## src/rtl/dpvis_params.svh

```systemverilog
`ifndef DPVIS_PARAMS_SVH
`define DPVIS_PARAMS_SVH
`define DPVIS_SHIFT_W      32
`define DPVIS_SYSDIV       2
`define DPVIS_FREEZE_CODE  2'h3
`define DPVIS_RSTOUT_CYC   16
`endif

```

## src/rtl/dpvis_pkg.sv

```systemverilog
package dpvis_pkg;
  typedef struct packed {
    logic [2:0] fetch_visibility;
    logic [1:0] flush_count_out;
    logic [5:0] watchpoint;
  } dpvis_vis_t;

  typedef struct packed {
    logic data_bus_cfg;
    logic debug_enable;
  } dpvis_cfg_t;

  typedef enum logic [1:0] {
    DPVIS_RESET,
    DPVIS_RUN
  } dpvis_state_t;
endpackage

```

## src/rtl/dpvis_sync.sv

```systemverilog
`timescale 1ns/10ps
`default_nettype none
// two-flop synchroniser per bit; first stage feeds only the second
module dpvis_sync #(
  parameter int W = 1
) (
  input  wire logic         clk,
  input  wire logic         rst,
  input  wire logic [W-1:0] d,
  output var  logic [W-1:0] q
);
  logic [W-1:0] meta_q;

  // metastability guard
  always_ff @(posedge clk) begin
    if (rst) begin
      meta_q <= '0;
      q      <= '0;
    end else begin
      meta_q <= d;
      q      <= meta_q;
    end
  end
endmodule // dpvis_sync
`default_nettype wire

```

## src/rtl/dpvis_top.sv

```systemverilog
`timescale 1ns/10ps
`default_nettype none
`include "dpvis_params.svh"
module dpvis_top
  import dpvis_pkg::*;
#(
  parameter int SHIFT_W    = `DPVIS_SHIFT_W,
  parameter int RSTOUT_CYC = `DPVIS_RSTOUT_CYC
) (
  input  wire logic               clk,
  input  wire logic               rst,
  input  wire logic               clocked_mode,
  input  wire logic               dbg_serial_in,
  input  wire logic               dbg_serial_clk,
  input  wire dpvis_vis_t         core_vis,
  input  wire logic               core_freeze,
  input  wire logic [SHIFT_W-1:0] tx_word,
  input  wire logic               tx_load,
  output var  logic               dbg_serial_out,
  output var  logic               system_clock_out,
  output var  logic               reset_indication_out,
  output var  dpvis_vis_t         vis_out,
  output var  dpvis_cfg_t         cfg_out,
  output var  logic [SHIFT_W-1:0] rx_word,
  output var  logic               rx_valid
);
  // counter widths carry one spare bit so that the terminal count
  // compares cleanly even when the count is a power of two
  // divider counter: counts clock cycles within each half period of the system clock output
  // reset stretch counter: counts cycles of the reset output window
  // bit counter: position within the current serial word
  localparam int DIVW = $clog2(`DPVIS_SYSDIV) + 1;
  localparam int RCW  = $clog2(RSTOUT_CYC) + 1;
  localparam int BCW  = $clog2(SHIFT_W) + 1;

  dpvis_state_t     state_q;
  logic [RCW-1:0]   rcnt_q;
  logic [DIVW-1:0]  div_q;
  logic             sclk_prev_q;
  logic [1:0]       pins_s;
  logic             sdi_s;
  logic             sck_s;
  logic             sck_prev_q;
  logic             shift_edge;
  logic             launch_edge;
  logic [SHIFT_W-1:0] sreg_q;
  logic [BCW-1:0]   bcnt_q;

  // pins come from the tool's domain, so synchronise both
  // data and clock share one synchroniser so that they keep their
  // relative timing; the tool must hold data about two cycles
  // before it moves the serial clock, or a bit can be taken early
  dpvis_sync #(
    .W (2)
  ) u_pin_sync (
    .clk (clk),
    .rst (rst),
    .d   ({dbg_serial_in, dbg_serial_clk}),
    .q   (pins_s)
  );
  assign sdi_s = pins_s[1];
  assign sck_s = pins_s[0];

  // system clock output divider, free running
  // it keeps toggling through reset windows so the tool always sees
  // a reference; the previous level is kept for edge detection,
  // which costs one cycle of latency on every self-clocked edge
  always_ff @(posedge clk) begin
    if (rst) begin
      div_q            <= '0;
      system_clock_out <= 1'b0;
      sclk_prev_q      <= 1'b0;
    end else begin
      sclk_prev_q <= system_clock_out;
      if (div_q == DIVW'(`DPVIS_SYSDIV - 1)) begin
        div_q            <= '0;
        system_clock_out <= ~system_clock_out;
      end else begin
        div_q <= div_q + 1'b1;
      end
    end
  end

  // edge detect on the synchronised serial clock
  // the history flop resets low, matching the idle level of the pin,
  // so that no false rising edge follows reset
  always_ff @(posedge clk) begin
    if (rst) begin
      sck_prev_q <= 1'b0;
    end else begin
      sck_prev_q <= sck_s;
    end
  end

  // rising edge shifts in, falling edge launches out
  // mode select is a level from the core; changing it mid word
  // mixes two clock sources, so software should switch only when idle
  always_comb begin
    if (clocked_mode) begin
      shift_edge  = sck_s & ~sck_prev_q;
      launch_edge = ~sck_s & sck_prev_q;
    end else begin
      shift_edge  = system_clock_out & ~sclk_prev_q;
      launch_edge = ~system_clock_out & sclk_prev_q;
    end
  end

  // reset output stretch: held a fixed time after rst, then released
  // the window gives the synchronised strap pins time to settle
  // before they are frozen; a shorter window would need fewer flops
  // on the pin path, which the metastability budget does not allow
  always_ff @(posedge clk) begin
    if (rst) begin
      state_q              <= DPVIS_RESET;
      rcnt_q               <= '0;
      reset_indication_out <= 1'b1;
    end else begin
      case (state_q)
        DPVIS_RESET: begin
          if (rcnt_q == RCW'(RSTOUT_CYC - 1)) begin
            state_q              <= DPVIS_RUN;
            reset_indication_out <= 1'b0;
          end else begin
            rcnt_q <= rcnt_q + 1'b1;
          end
        end
        DPVIS_RUN: begin
          reset_indication_out <= 1'b0;
        end
        default: begin
          state_q              <= DPVIS_RESET;
          reset_indication_out <= 1'b1;
        end
      endcase
    end
  end

  // straps: sampled while reset output asserted, frozen at its release
  // the sample is taken at the last cycle of the window, the same
  // edge at which the reset output falls, and then held until the
  // next reset; strap levels that move later are ignored
  always_ff @(posedge clk) begin
    if (rst) begin
      cfg_out <= '0;
    end else if (state_q == DPVIS_RESET) begin
      if (rcnt_q == RCW'(RSTOUT_CYC - 1)) begin
        cfg_out.data_bus_cfg <= sdi_s;
        cfg_out.debug_enable <= sck_s;
      end
    end
  end

  // shift register: in from serial input, out msb first
  // one register serves both directions: each rising edge pulls a
  // bit in at the bottom while the top bit has already been launched
  // on the previous falling edge; a load is taken only between words
  // so a word in flight is never cut
  always_ff @(posedge clk) begin
    if (rst) begin
      sreg_q         <= '0;
      bcnt_q         <= '0;
      rx_word        <= '0;
      rx_valid       <= 1'b0;
      dbg_serial_out <= 1'b0;
    end else begin
      rx_valid <= 1'b0;
      if (state_q != DPVIS_RUN) begin
        bcnt_q         <= '0;
        dbg_serial_out <= 1'b0;
      end else if (tx_load && bcnt_q == '0) begin
        sreg_q         <= tx_word;
        dbg_serial_out <= tx_word[SHIFT_W-1];
      end else begin
        if (launch_edge) begin
          dbg_serial_out <= sreg_q[SHIFT_W-1];
        end
        if (shift_edge) begin
          sreg_q <= {sreg_q[SHIFT_W-2:0], sdi_s};
          if (bcnt_q == BCW'(SHIFT_W - 1)) begin
            bcnt_q   <= '0;
            rx_word  <= {sreg_q[SHIFT_W-2:0], sdi_s};
            rx_valid <= 1'b1;
          end else begin
            bcnt_q <= bcnt_q + 1'b1;
          end
        end
      end
    end
  end

  // visibility registered every cycle, no bus alignment
  // one cycle of latency for clean pin timing; freeze takes the
  // flush count field so the tool can tell a stopped core apart
  always_ff @(posedge clk) begin
    if (rst) begin
      vis_out <= '0;
    end else begin
      vis_out.fetch_visibility <= core_vis.fetch_visibility;
      // freeze overrides the flush count code
      vis_out.flush_count_out  <= core_freeze ? `DPVIS_FREEZE_CODE
                                              : core_vis.flush_count_out;
      vis_out.watchpoint       <= core_vis.watchpoint;
    end
  end
endmodule // dpvis_top
`default_nettype wire

```

## config.mk

```make
export PLATFORM = sky130hd
export DESIGN_NAME = dpvis_top
export DESIGN_NICKNAME = d
export VERILOG_FILES = /design/src/rtl/dpvis_pkg.sv /design/src/rtl/dpvis_sync.sv /design/src/rtl/dpvis_top.sv
export VERILOG_INCLUDE_DIRS = /design/src /design/src/rtl
export SDC_FILE = /design/constraint.sdc
export NUM_CORES = 1
export LEC_CHECK = 0
export BUFFER_PORTS_ARGS = -buffer_cell sky130_fd_sc_hd__clkbuf_2
export CAP_MARGIN = 20
export CORE_ASPECT_RATIO = 1.5
export CORE_UTILIZATION = 55
export CTS_BUF_LIST = sky130_fd_sc_hd__clkbuf_8
export CTS_CLUSTER_DIAMETER = 150
export DETAILED_ROUTE_END_ITERATION = 12
export PLACE_DENSITY = 0.82
export SYNTH_ARGS = -nofsm -noshare
export SYNTH_HDL_FRONTEND = slang
export SYNTH_SLANG_ARGS = --single-unit
```

## constraint.sdc

```tcl
create_clock -name clk -period 2.3 [get_ports clk]
set_input_delay 0.46 -clock clk [delete_from_list [all_inputs] [get_ports clk]]
set_output_delay 0.46 -clock clk [all_outputs]
set_load 0.03 [all_outputs]
```

==> results of run 1 <==
## how the worst max path moves through the flow
stage                     startpoint           to  cells past startpoint
floorplan           system_clock_out  rx_word[10]                      6
global placement        clocked_mode  rx_word[20]                      6
detailed placement      clocked_mode  rx_word[23]                      6
CTS                        bcnt_q[0]   sreg_q[23]                      6
global route               bcnt_q[0]   sreg_q[20]                      6
finish                     bcnt_q[0]   sreg_q[23]                      6
## metal layers
layer / vias to the layer above / part of all wire [%] / track usage [%]
met4: 0 / 2.8 / 10.9
met2: 71 / 50 / 35.8
met3: 16 / 3.8 / 4.68
met5: - / 0 / 0
met1: 1345 / 43 / 24.0
li1: 1508 / - / -
## placed cells by master (no fill, tap or decap), drive strengths merged, types with 3 or more instances in the layout
cell,netlist,routed
buf,8,6
nor2,15,15
a21oi,9,9
dfxtp,101,101
or3,3,3
nor2b,16,16
nand2,10,10
nor3,4,4
clkbuf,16,108
ha,5,5
o2bb2ai,33,33
inv,7,9
nand2b,66,66
mux2i,66,66
o21ai,5,5
## power breakdown
group          switching [mW]  internal (mW)
combinational           0.127          0.114
clock                   0.562          0.521
sequential             0.0154           1.78
total                   0.704           2.41
## sequential cells by signal, indices dropped and copies added (netlist names), 2 cells and up
register           count
u_pin_sync.meta_q      2
u_pin_sync.q           2
sreg_q                32
rcnt_q                 5
div_q                  2
cfg_out                2
rx_word               32
vis_out               11
bcnt_q                 6
## stage by stage
| stage | area (sq um) | worst slack [ns] | hold WS [ns] | power, mW |
|---|---|---|---|---|
| 5_1_grt | 4850 | 0.0703 | 0.294 | 3.25 |
| 2_1_floorplan | 4100 | 0.369 | 0.404 | 1.99 |
| 3_3_place_gp | 4660 | 0.269 | 0.413 | 2.07 |
| 6_report | 4850 | 0.262 | 0.297 | 3.12 |
| 3_5_place_dp | 4660 | 0.208 | 0.431 | 2.08 |
| 4_1_cts | 4850 | 0.230 | 0.283 | 3.15 |
## kinds of logic after synthesis
group,share of synthesized area (%)
AOI/OAI and AO/OA,10.3
xor gates and xnor gates,0.855
adders and majority gates,1.53
buffers and inverters,4.15
DFF,49.3
muxes,16.1
and+or+nand+nor,17.8
## layout make-up
type,instances,area (sq um)
clock buffers,10,138
repair buffers,104,561
well taps,100,125
inverters,7,26.3
flip-flops and latches,101,2020
clock inverters,6,55.1
multi-input cells,255,1930
fillers,611,2370
## worst register-to-register path: stages, from the launching register on
cell	delay [ns]
dfxtp_1	0.40
inv_1	0.06
ha_1	0.19
nand2_1	0.19
o211ai_1	0.21
a21oi_4	0.73
o2bb2ai_1	0.20
==> results.py, run 1 <==
metrics = {
    "yosys": {
        "synth_edf_count": 0,
        "synth.most_common_cell": "dfxtp_1",
        "synth_ff_type": "dfxtp_1",
        "synth_area_leader_cell": "dfxtp_1",
        "synth.distinct_cells": 35,
        "synth_nets": 442,
        "synth_top_area_share_pct": 49.3,
        "synth.avg_cell_area_sq_um": 10.6,
        "ys_seq_area_share_pct": 49.3,
        "yosys-top-cells-area": "dfxtp_1, mux2i_1, nand2b_1",
        "async_reset_ff_share_pct": 0,
        "ys_warn_count": 0,
        "synth_seq_cells": 101,
        "syn_inst": 387,
        "syn-cell-area_sq_um": 4100,
        "synth_commonest_cells": "dfxtp_1, mux2i_1, nand2b_1",
    },
    "clock_tree": {
        "numCtsBuffers": 9,
        "cts_resized": 0,
        "cts_tree": "done",
        "cts-root-buf": "clkbuf_8",
        "clock_sinks": 101,
        "clock_latency_ns": 0.36,
        "ctsHtreeMaxLevel": 3,
        "cts.path.max_buffers": 2,
        "cts_setup_buffers": 0,
        "clkTransAtPathRegs_ns": 0.09,
        "cts-hold-fix-buffers": 0,
    },
    "timing": {
        "setup_viol": 0,
        "slew_headroom_pct": 42.0,
        "tns_ns": 0,
        "final_max_slew_viol_count": 0,
        "grt_setup_unrepaired": "false",
        "tightest_slew_ns": 0.868,
        "clock-skew-final_ns": 0.00884,
        "finalHoldViolations": 0,
        "fin_crit_sh_pct": 88.6,
        "fmax_mhz": 491,
        "fin_crit_ns": 2.04,
    },
    "final_layout": {
        "antenna_cells": 0,
        "final_util_pct": 67.1,
        "syn_to_final_growth_pct": 18.3,
        "drive_gt1_share_pct": 25.9,
        "fin_cells": 583,
        "nets": 533,
    },
    "worst_setup_path": {
        "cp_data_required_time_ns": 2.59,
        "crit_chain": "inv_1, ha_1, nand2_1, o211ai_1, a21oi_4, o2bb2ai_1",
        "worstPathMaxFanout": 32,
        "reg2reg_to": "sreg_q[23]",
        "rr_startpoint": "bcnt_q[0]",
        "cp.arrival_ns": 2.33,
        "critical_path_class": "reg2reg",
        "slowest_delay_ns": 0.73,
        "crit_path_end_kind": "flop",
        "worst_path_max_delay_cell": "a21oi_4",
        "crit_family": "compound AO/OA/AOI/OAI gates",
        "reg2reg_depth": 6,
        "r2r_slack_ns": 0.26,
        "crit_path_start_kind": "flop",
        "path_buf_inv": 1,
    },
    "placed_design": {
        "placed_cells": 567,
        "place_hpwl_um": 5220,
        "portBuffers": 98,
        "gp_congestion": 0.797,
    },
    "route": {
        "drt-initial-drc-count": 107,
        "antenna_left": 0,
        "dr.pass1.iters": 4,
        "wirelength_um": 7570,
        "routed_via_density": 5.04,
        "vias": 2940,
        "route.detailed.drc": 0,
        "drt-wirelength-per-cell_um": 13.0,
    },
    "floorplanning": {
        "ios": 99,
        "start_util_pct": 56.7,
        "die_h_um": 108,
        "rows": 38,
        "die_area_sq_um": 7810,
        "die_w_um": 72.5,
        "coreArea_sq_um": 7230,
    },
    "grt": {
        "gr-total-overflow": 0,
        "track_usage_pct": 21.0,
        "antenna_found_initial": 0,
        "grt_max_degree": 75,
        "grt_pass1_vias": 2910,
        "grt_pass1_wl_um": 12500,
    },
    "min_path": {
        "hold_start": "core_vis[6]",
        "worst_hold_path_type": "in2reg",
        "holdPathStages": 3,
        "hold_end": "vis_out[6]",
    },
    "power": {
        "p_leak_nw": 1.95,
        "p_per_area_nw_per_um2": 642,
        "vdd_ir_drop_max_mv": 0.440,
    },
    "status": {
        "status": "finished, final reports clean",
    },
    "run": {
        "max_cap_violations": 0,
    },
}
No activity file was read; power rests on OpenSTA's default activity.
==> run 2, diff against run 1 <==
--- a/config.mk
+++ b/config.mk
@@ -16,4 +16,5 @@
 export PLACE_DENSITY = 0.82
 export SYNTH_ARGS = -nofsm -noshare
 export SYNTH_HDL_FRONTEND = slang
+export SYNTH_HIERARCHICAL = 1
 export SYNTH_SLANG_ARGS = --single-unit
==> results.py, run 2 <==
metrics = {
    "final_layout": {
        "layout_common_cells": "dfxtp_1, clkbuf_2, mux2i_1, nand2b_1, o2bb2ai_1",
        "seqCellArea_sq_um": 2020,
        "syn_to_final_growth_pct": 17.9,
        "final_common_cell": "dfxtp_1",
        "drive_gt1_share_pct": 26.8,
        "fin_cells": 582,
        "antenna_cells": 0,
        "filler_cell_count": 591,
        "multiInputGateArea_sq_um": 1940,
        "largestRegisters": "rx_word (32), sreg_q (32), vis_out (11)",
        "nets": 535,
        "postLayoutCellArea_sq_um": 4870,
    },
    "timing": {
        "fmax_mhz": 504,
        "finalHoldViolations": 0,
        "grt_setup_unrepaired": "false",
        "fin_crit_sh_pct": 86.3,
        "tns_ns": 0,
        "tightest_slew_ns": 0.843,
        "setup_slack_ns": 0.314,
        "fin_crit_ns": 1.99,
        "setup_viol": 0,
        "clock-skew-final_ns": 0.00968,
        "slew_headroom_pct": 43.7,
        "final_max_slew_viol_count": 0,
    },
    "grt": {
        "track_usage_pct": 21.5,
        "grt_util_met2_pct": 37.5,
        "grtUsageMet1_pct": 25.2,
        "gr-total-overflow": 0,
        "grt_most_used_layer": "met2",
        "grt_max_degree": 57,
        "grt_pass1_wl_um": 13200,
        "antenna_found_initial": 0,
        "grt_pass1_vias": 2926,
        "grt_util_met3_pct": 4.94,
    },
    "yosys": {
        "synth_commonest_cells": "dfxtp_1, mux2i_1, nand2b_1",
        "ys_seq_area_share_pct": 48.9,
        "synth_ff_type": "dfxtp_1",
        "synth_top_area_share_pct": 48.9,
        "synth_adder_area_share_pct": 1.51,
        "synth_edf_count": 0,
        "yosys-top-cells-area": "dfxtp_1, mux2i_1, nand2b_1",
        "synth_xor_area_share_pct": 0.848,
        "synth_mux_area_share_pct": 16.5,
        "synth_area_leader_cell": "dfxtp_1",
        "synth-simple-area-share_pct": 18.0,
        "async_reset_ff_share_pct": 0,
        "synth.distinct_cells": 36,
        "synth_top_family_by_area": "simple AND/OR/NAND/NOR gates",
        "synth.most_common_cell": "dfxtp_1",
        "synth_nets": 443,
        "synth_seq_cells": 101,
        "synth_compound_area_share_pct": 9.72,
        "syn_inst": 388,
        "synth.avg_cell_area_sq_um": 10.6,
        "ys_warn_count": 6,
        "syn-cell-area_sq_um": 4130,
    },
    "worst_setup_path": {
        "worst_path_max_delay_cell": "a21oi_4",
        "critical_path_class": "reg2reg",
        "worstPathMaxFanout": 32,
        "reg2reg_to": "sreg_q[1]",
        "rr_startpoint": "bcnt_q[0]",
        "r2r_slack_ns": 0.31,
        "cp.depth": 6,
        "endpoint": "sreg_q[1]",
        "crit_family": "compound AO/OA/AOI/OAI gates",
        "reg2reg_depth": 6,
        "crit_path_end_kind": "flop",
        "path_buf_inv": 1,
        "crit_path_start_kind": "flop",
        "cp_data_required_time_ns": 2.58,
        "cp.arrival_ns": 2.27,
        "slowest_delay_ns": 0.72,
        "cp-startpoint": "bcnt_q[0]",
        "crit_chain": "inv_1, ha_1, nand2_1, o211ai_1, a21oi_4, o2bb2ai_1",
    },
    "power": {
        "p_int_mw": 2.43,
        "clkPwrFrac_pct": 34.6,
        "seq_power_share_pct": 57.5,
        "p_leak_nw": 1.98,
        "p_switching_mw": 0.679,
        "combPwrFrac_pct": 7.8,
        "vdd_ir_drop_max_mv": 0.510,
        "swShare_pct": 21.8,
        "p_per_area_nw_per_um2": 639,
    },
    "floorplanning": {
        "ios": 99,
        "die_w_um": 72.8,
        "start_util_pct": 56.8,
        "rows": 38,
        "coreArea_sq_um": 7270,
        "die_area_sq_um": 7870,
        "die_h_um": 108,
    },
    "clock_tree": {
        "clock_latency_ns": 0.35,
        "cts_setup_buffers": 0,
        "cts_tree": "done",
        "clock_sinks": 101,
        "cts.path.max_buffers": 2,
        "cts_resized": 0,
        "cts-root-buf": "clkbuf_8",
        "ctsHtreeMaxLevel": 3,
        "cts-hold-fix-buffers": 0,
        "clkTransAtPathRegs_ns": 0.08,
        "numCtsBuffers": 9,
    },
    "placed_design": {
        "place_area_sq_um": 4690,
        "gp_congestion": 0.900,
        "portBuffers": 98,
        "place_hpwl_um": 5490,
        "placed_cells": 569,
        "place_ws_ns": 0.250,
    },
    "route": {
        "route.detailed.drc": 0,
        "wirelength_um": 7770,
        "drt-wirelength-per-cell_um": 13.4,
        "antenna_left": 0,
        "dr.pass1.iters": 4,
        "drt-initial-drc-count": 199,
        "routed_via_density": 5.19,
        "vias": 3020,
    },
    "run": {
        "max_cap_violations": 0,
    },
    "min_path": {
        "holdPathStages": 2,
        "worst_hold_path_type": "in2reg",
    },
    "status": {
        "status": "finished, final reports clean",
    },
}
## run 2: cell count changes after synthesis, moves of 2 or more
cell | before | now
nand2b_1 | 66 | 68
a31o_2 | 0 | 2
buf_6 | 7 | 4
o21ai_0 | 5 | 3
or3_1 | 3 | 0
a21oi_1 | 9 | 7
mux2i_1 | 66 | 68
buf_8 | 0 | 3
nor2_1 | 14 | 17
## run 2: area by class of cell
type                            instances  area share (%)
Clock inverter                          2           0.719
Sequential cell                       101            41.5
Timing Repair Buffer                  106            11.8
Tap cell                              100            2.57
Inverter                                6           0.462
Clock buffer                           11            3.11
Multi-Input combinational cell        256            39.8
## run 2: kinds of logic (layout without fill, tap and decap cells)
group           after synthesis  in the layout
compound gates               50             50
xor+xnor                      4              4
fa+ha+maj                     5              5
buf+inv                      31            125
flops                       101            101
mux                          68             68
simple gates                129            129
## run 2: power groups by stage
stage | clock, mW | sequential (mW) | combinational [mW]
final | 1.08 | 1.79 | 0.244
after global routing | 1.18 | 1.80 | 0.264
after CTS | 1.12 | 1.79 | 0.247
after detailed placement | 0 | 1.83 | 0.247
after global placement | 0 | 1.83 | 0.239
after floorplan | 0 | 1.86 | 0.138
## run 2: layer usage
metal / share of wire [%] / vias to the layer above
met5: 0 / -
met4: 1.9 / 0
met3: 4.0 / 13
met2: 52 / 71
met1: 42 / 1431
li1: - / 1505
## run 2: worst min-delay path by stage
| stage | startpoint | to | slack [ns] |
|---|---|---|---|
| final | dbg_serial_in | u_pin_sync/meta_q[1] | 0.31 |
| after global routing | core_vis[4] | vis_out[4] | 0.30 |
| after CTS | core_vis[1] | vis_out[1] | 0.29 |
| after detailed placement | div_q[0] | div_q[0] | 0.42 |
| after global placement | div_q[0] | div_q[0] | 0.41 |
| after floorplan | div_q[0] | div_q[0] | 0.40 |
## run 2: through the flow
step	hold WS (ns)	power, mW	util [%]
after CTS	0.290	3.16	67.0
after global placement	0.412	2.07	64.4
final	0.312	3.11	67.0
after global routing	0.298	3.24	67.0
after detailed placement	0.424	2.08	64.4
after floorplan	0.404	2.00	-
==> run 3, diff against run 2 <==
--- a/config.mk
+++ b/config.mk
@@ -9,6 +9,7 @@
 export BUFFER_PORTS_ARGS = -buffer_cell sky130_fd_sc_hd__clkbuf_2
 export CAP_MARGIN = 20
 export CORE_ASPECT_RATIO = 1.5
+export CORE_MARGIN = 8
 export CORE_UTILIZATION = 55
 export CTS_BUF_LIST = sky130_fd_sc_hd__clkbuf_8
 export CTS_CLUSTER_DIAMETER = 150
==> results.py, run 3 (same netlist as run 2, synthesis figures left out) <==
metrics = {
    "status": {
        "status": "finished, final reports clean",
    },
    "final_layout": {
        "largestRegisters": "rx_word (32), sreg_q (32), vis_out (11)",
        "drive_gt1_share_pct": 26.9,
        "final_common_cell": "dfxtp_1",
        "antenna_cells": 0,
        "syn_to_final_growth_pct": 19.0,
        "fin_cells": 584,
        "layout_common_cells": "dfxtp_1, clkbuf_2, mux2i_1, nand2b_1, o2bb2ai_1",
        "nets": 534,
        "filler_cell_count": 610,
    },
    "worst_setup_path": {
        "cp_data_required_time_ns": 2.58,
        "r2r_slack_ns": 0.29,
        "crit_path_start_kind": "flop",
        "crit_path_end_kind": "flop",
        "worstPathMaxFanout": 32,
        "cp.arrival_ns": 2.29,
        "critical_path_class": "reg2reg",
    },
    "route": {
        "drt-initial-drc-count": 160,
        "routed_via_density": 5.15,
        "drt-wirelength-per-cell_um": 14.5,
        "dr.pass1.iters": 4,
        "vias": 3007,
        "wirelength_um": 8500,
        "route.detailed.drc": 0,
        "antenna_left": 0,
    },
    "grt": {
        "grt_max_degree": 96,
        "antenna_found_initial": 0,
        "grt_util_met3_pct": 5.12,
        "grtUsageMet1_pct": 17.0,
        "grt_most_used_layer": "met2",
        "grt_pass1_wl_um": 14000,
        "track_usage_pct": 16.5,
        "gr-total-overflow": 0,
        "grt_pass1_vias": 3162,
        "grt_util_met2_pct": 29.4,
    },
    "clock_tree": {
        "clock_sinks": 101,
        "clkTransAtPathRegs_ns": 0.08,
        "cts.path.max_buffers": 2,
        "numCtsBuffers": 9,
        "cts_setup_buffers": 0,
        "clock_latency_ns": 0.36,
        "ctsHtreeMaxLevel": 3,
        "cts-hold-fix-buffers": 0,
        "cts_resized": 0,
        "cts_tree": "done",
        "cts-root-buf": "clkbuf_8",
    },
    "timing": {
        "slew_headroom_pct": 41.9,
        "fmax_mhz": 496,
        "fin_crit_ns": 2.01,
        "tightest_slew_ns": 0.870,
        "tns_ns": 0,
        "final_max_slew_viol_count": 0,
        "setup_viol": 0,
        "clock-skew-final_ns": 0.00827,
        "fin_crit_sh_pct": 87.6,
        "finalHoldViolations": 0,
        "grt_setup_unrepaired": "false",
    },
    "placed_design": {
        "gp_congestion": 0.862,
        "placed_cells": 568,
        "portBuffers": 98,
        "place_hpwl_um": 6090,
    },
    "floorplanning": {
        "coreArea_sq_um": 7270,
        "die_h_um": 122,
        "ios": 99,
        "die_area_sq_um": 10600,
        "rows": 38,
        "start_util_pct": 56.8,
        "die_w_um": 86.8,
    },
    "run": {
        "max_cap_violations": 0,
    },
    "power": {
        "vdd_ir_drop_max_mv": 0.516,
        "p_per_area_nw_per_um2": 662,
        "clkPwrFrac_pct": 37.5,
        "seq_power_share_pct": 55.0,
        "combPwrFrac_pct": 7.5,
        "p_leak_nw": 2.00,
        "p_int_mw": 2.56,
        "swShare_pct": 21.4,
        "p_switching_mw": 0.698,
    },
    "min_path": {
        "worst_hold_path_type": "in2reg",
    },
}
[run 3: final cells by class]
class	instances	area, sq um	area share (%)
multi-input combinational	256	1940	39.5
tap	100	125	2.55
clock buffer	11	151	3.08
inverter	6	22.5	0.458
sequential	101	2020	41.1
clock inverter	5	73.8	1.50
timing repair buffer	105	581	11.8
[run 3: layer usage]
metal	share of wire, %	wire (um)
met1	41	3490
met2	51	4370
met3	5.7	482
met4	1.8	155
met5	0	0
[run 3: power groups by stage]
stage | combinational [mW] | clock (mW) | sequential [mW]
finish | 0.244 | 1.22 | 1.79
CTS | 0.248 | 1.26 | 1.79
global route | 0.266 | 1.32 | 1.80
global placement | 0.241 | 0 | 1.83
detailed placement | 0.248 | 0 | 1.83
floorplan | 0.138 | 0 | 1.86
[run 3: worst paths after layout]
kind	from	endpoint	depth (start not counted)
worst max-delay path	bcnt_q[0]	sreg_q[4]	6
worst min-delay path	core_vis[6]	vis_out[6]	3
worst max register to register	bcnt_q[0]	sreg_q[4]	6
worst min register to register	div_q[0]	div_q[0]	1
[run 3: through the flow]
stage	hold WS (ns)	cell area, sq um	worst slack [ns]	total power [mW]	utilization [%]
2_1_floorplan	0.404	4130	0.457	2.00	-
3_3_place_gp	0.412	4690	0.312	2.07	64.5
3_5_place_dp	0.417	4690	0.281	2.08	64.5
4_1_cts	0.293	4920	0.253	3.30	67.6
5_1_grt	0.292	4920	0.146	3.38	67.6
6_report	0.307	4920	0.285	3.26	67.6
[run 3: critical path, stage by stage (launching register included)]
cell	delay (ns)
dfxtp_1	0.39
inv_1	0.06
ha_1	0.19
nand2_1	0.17
o211ai_1	0.20
a21oi_4	0.73
o2bb2ai_1	0.20
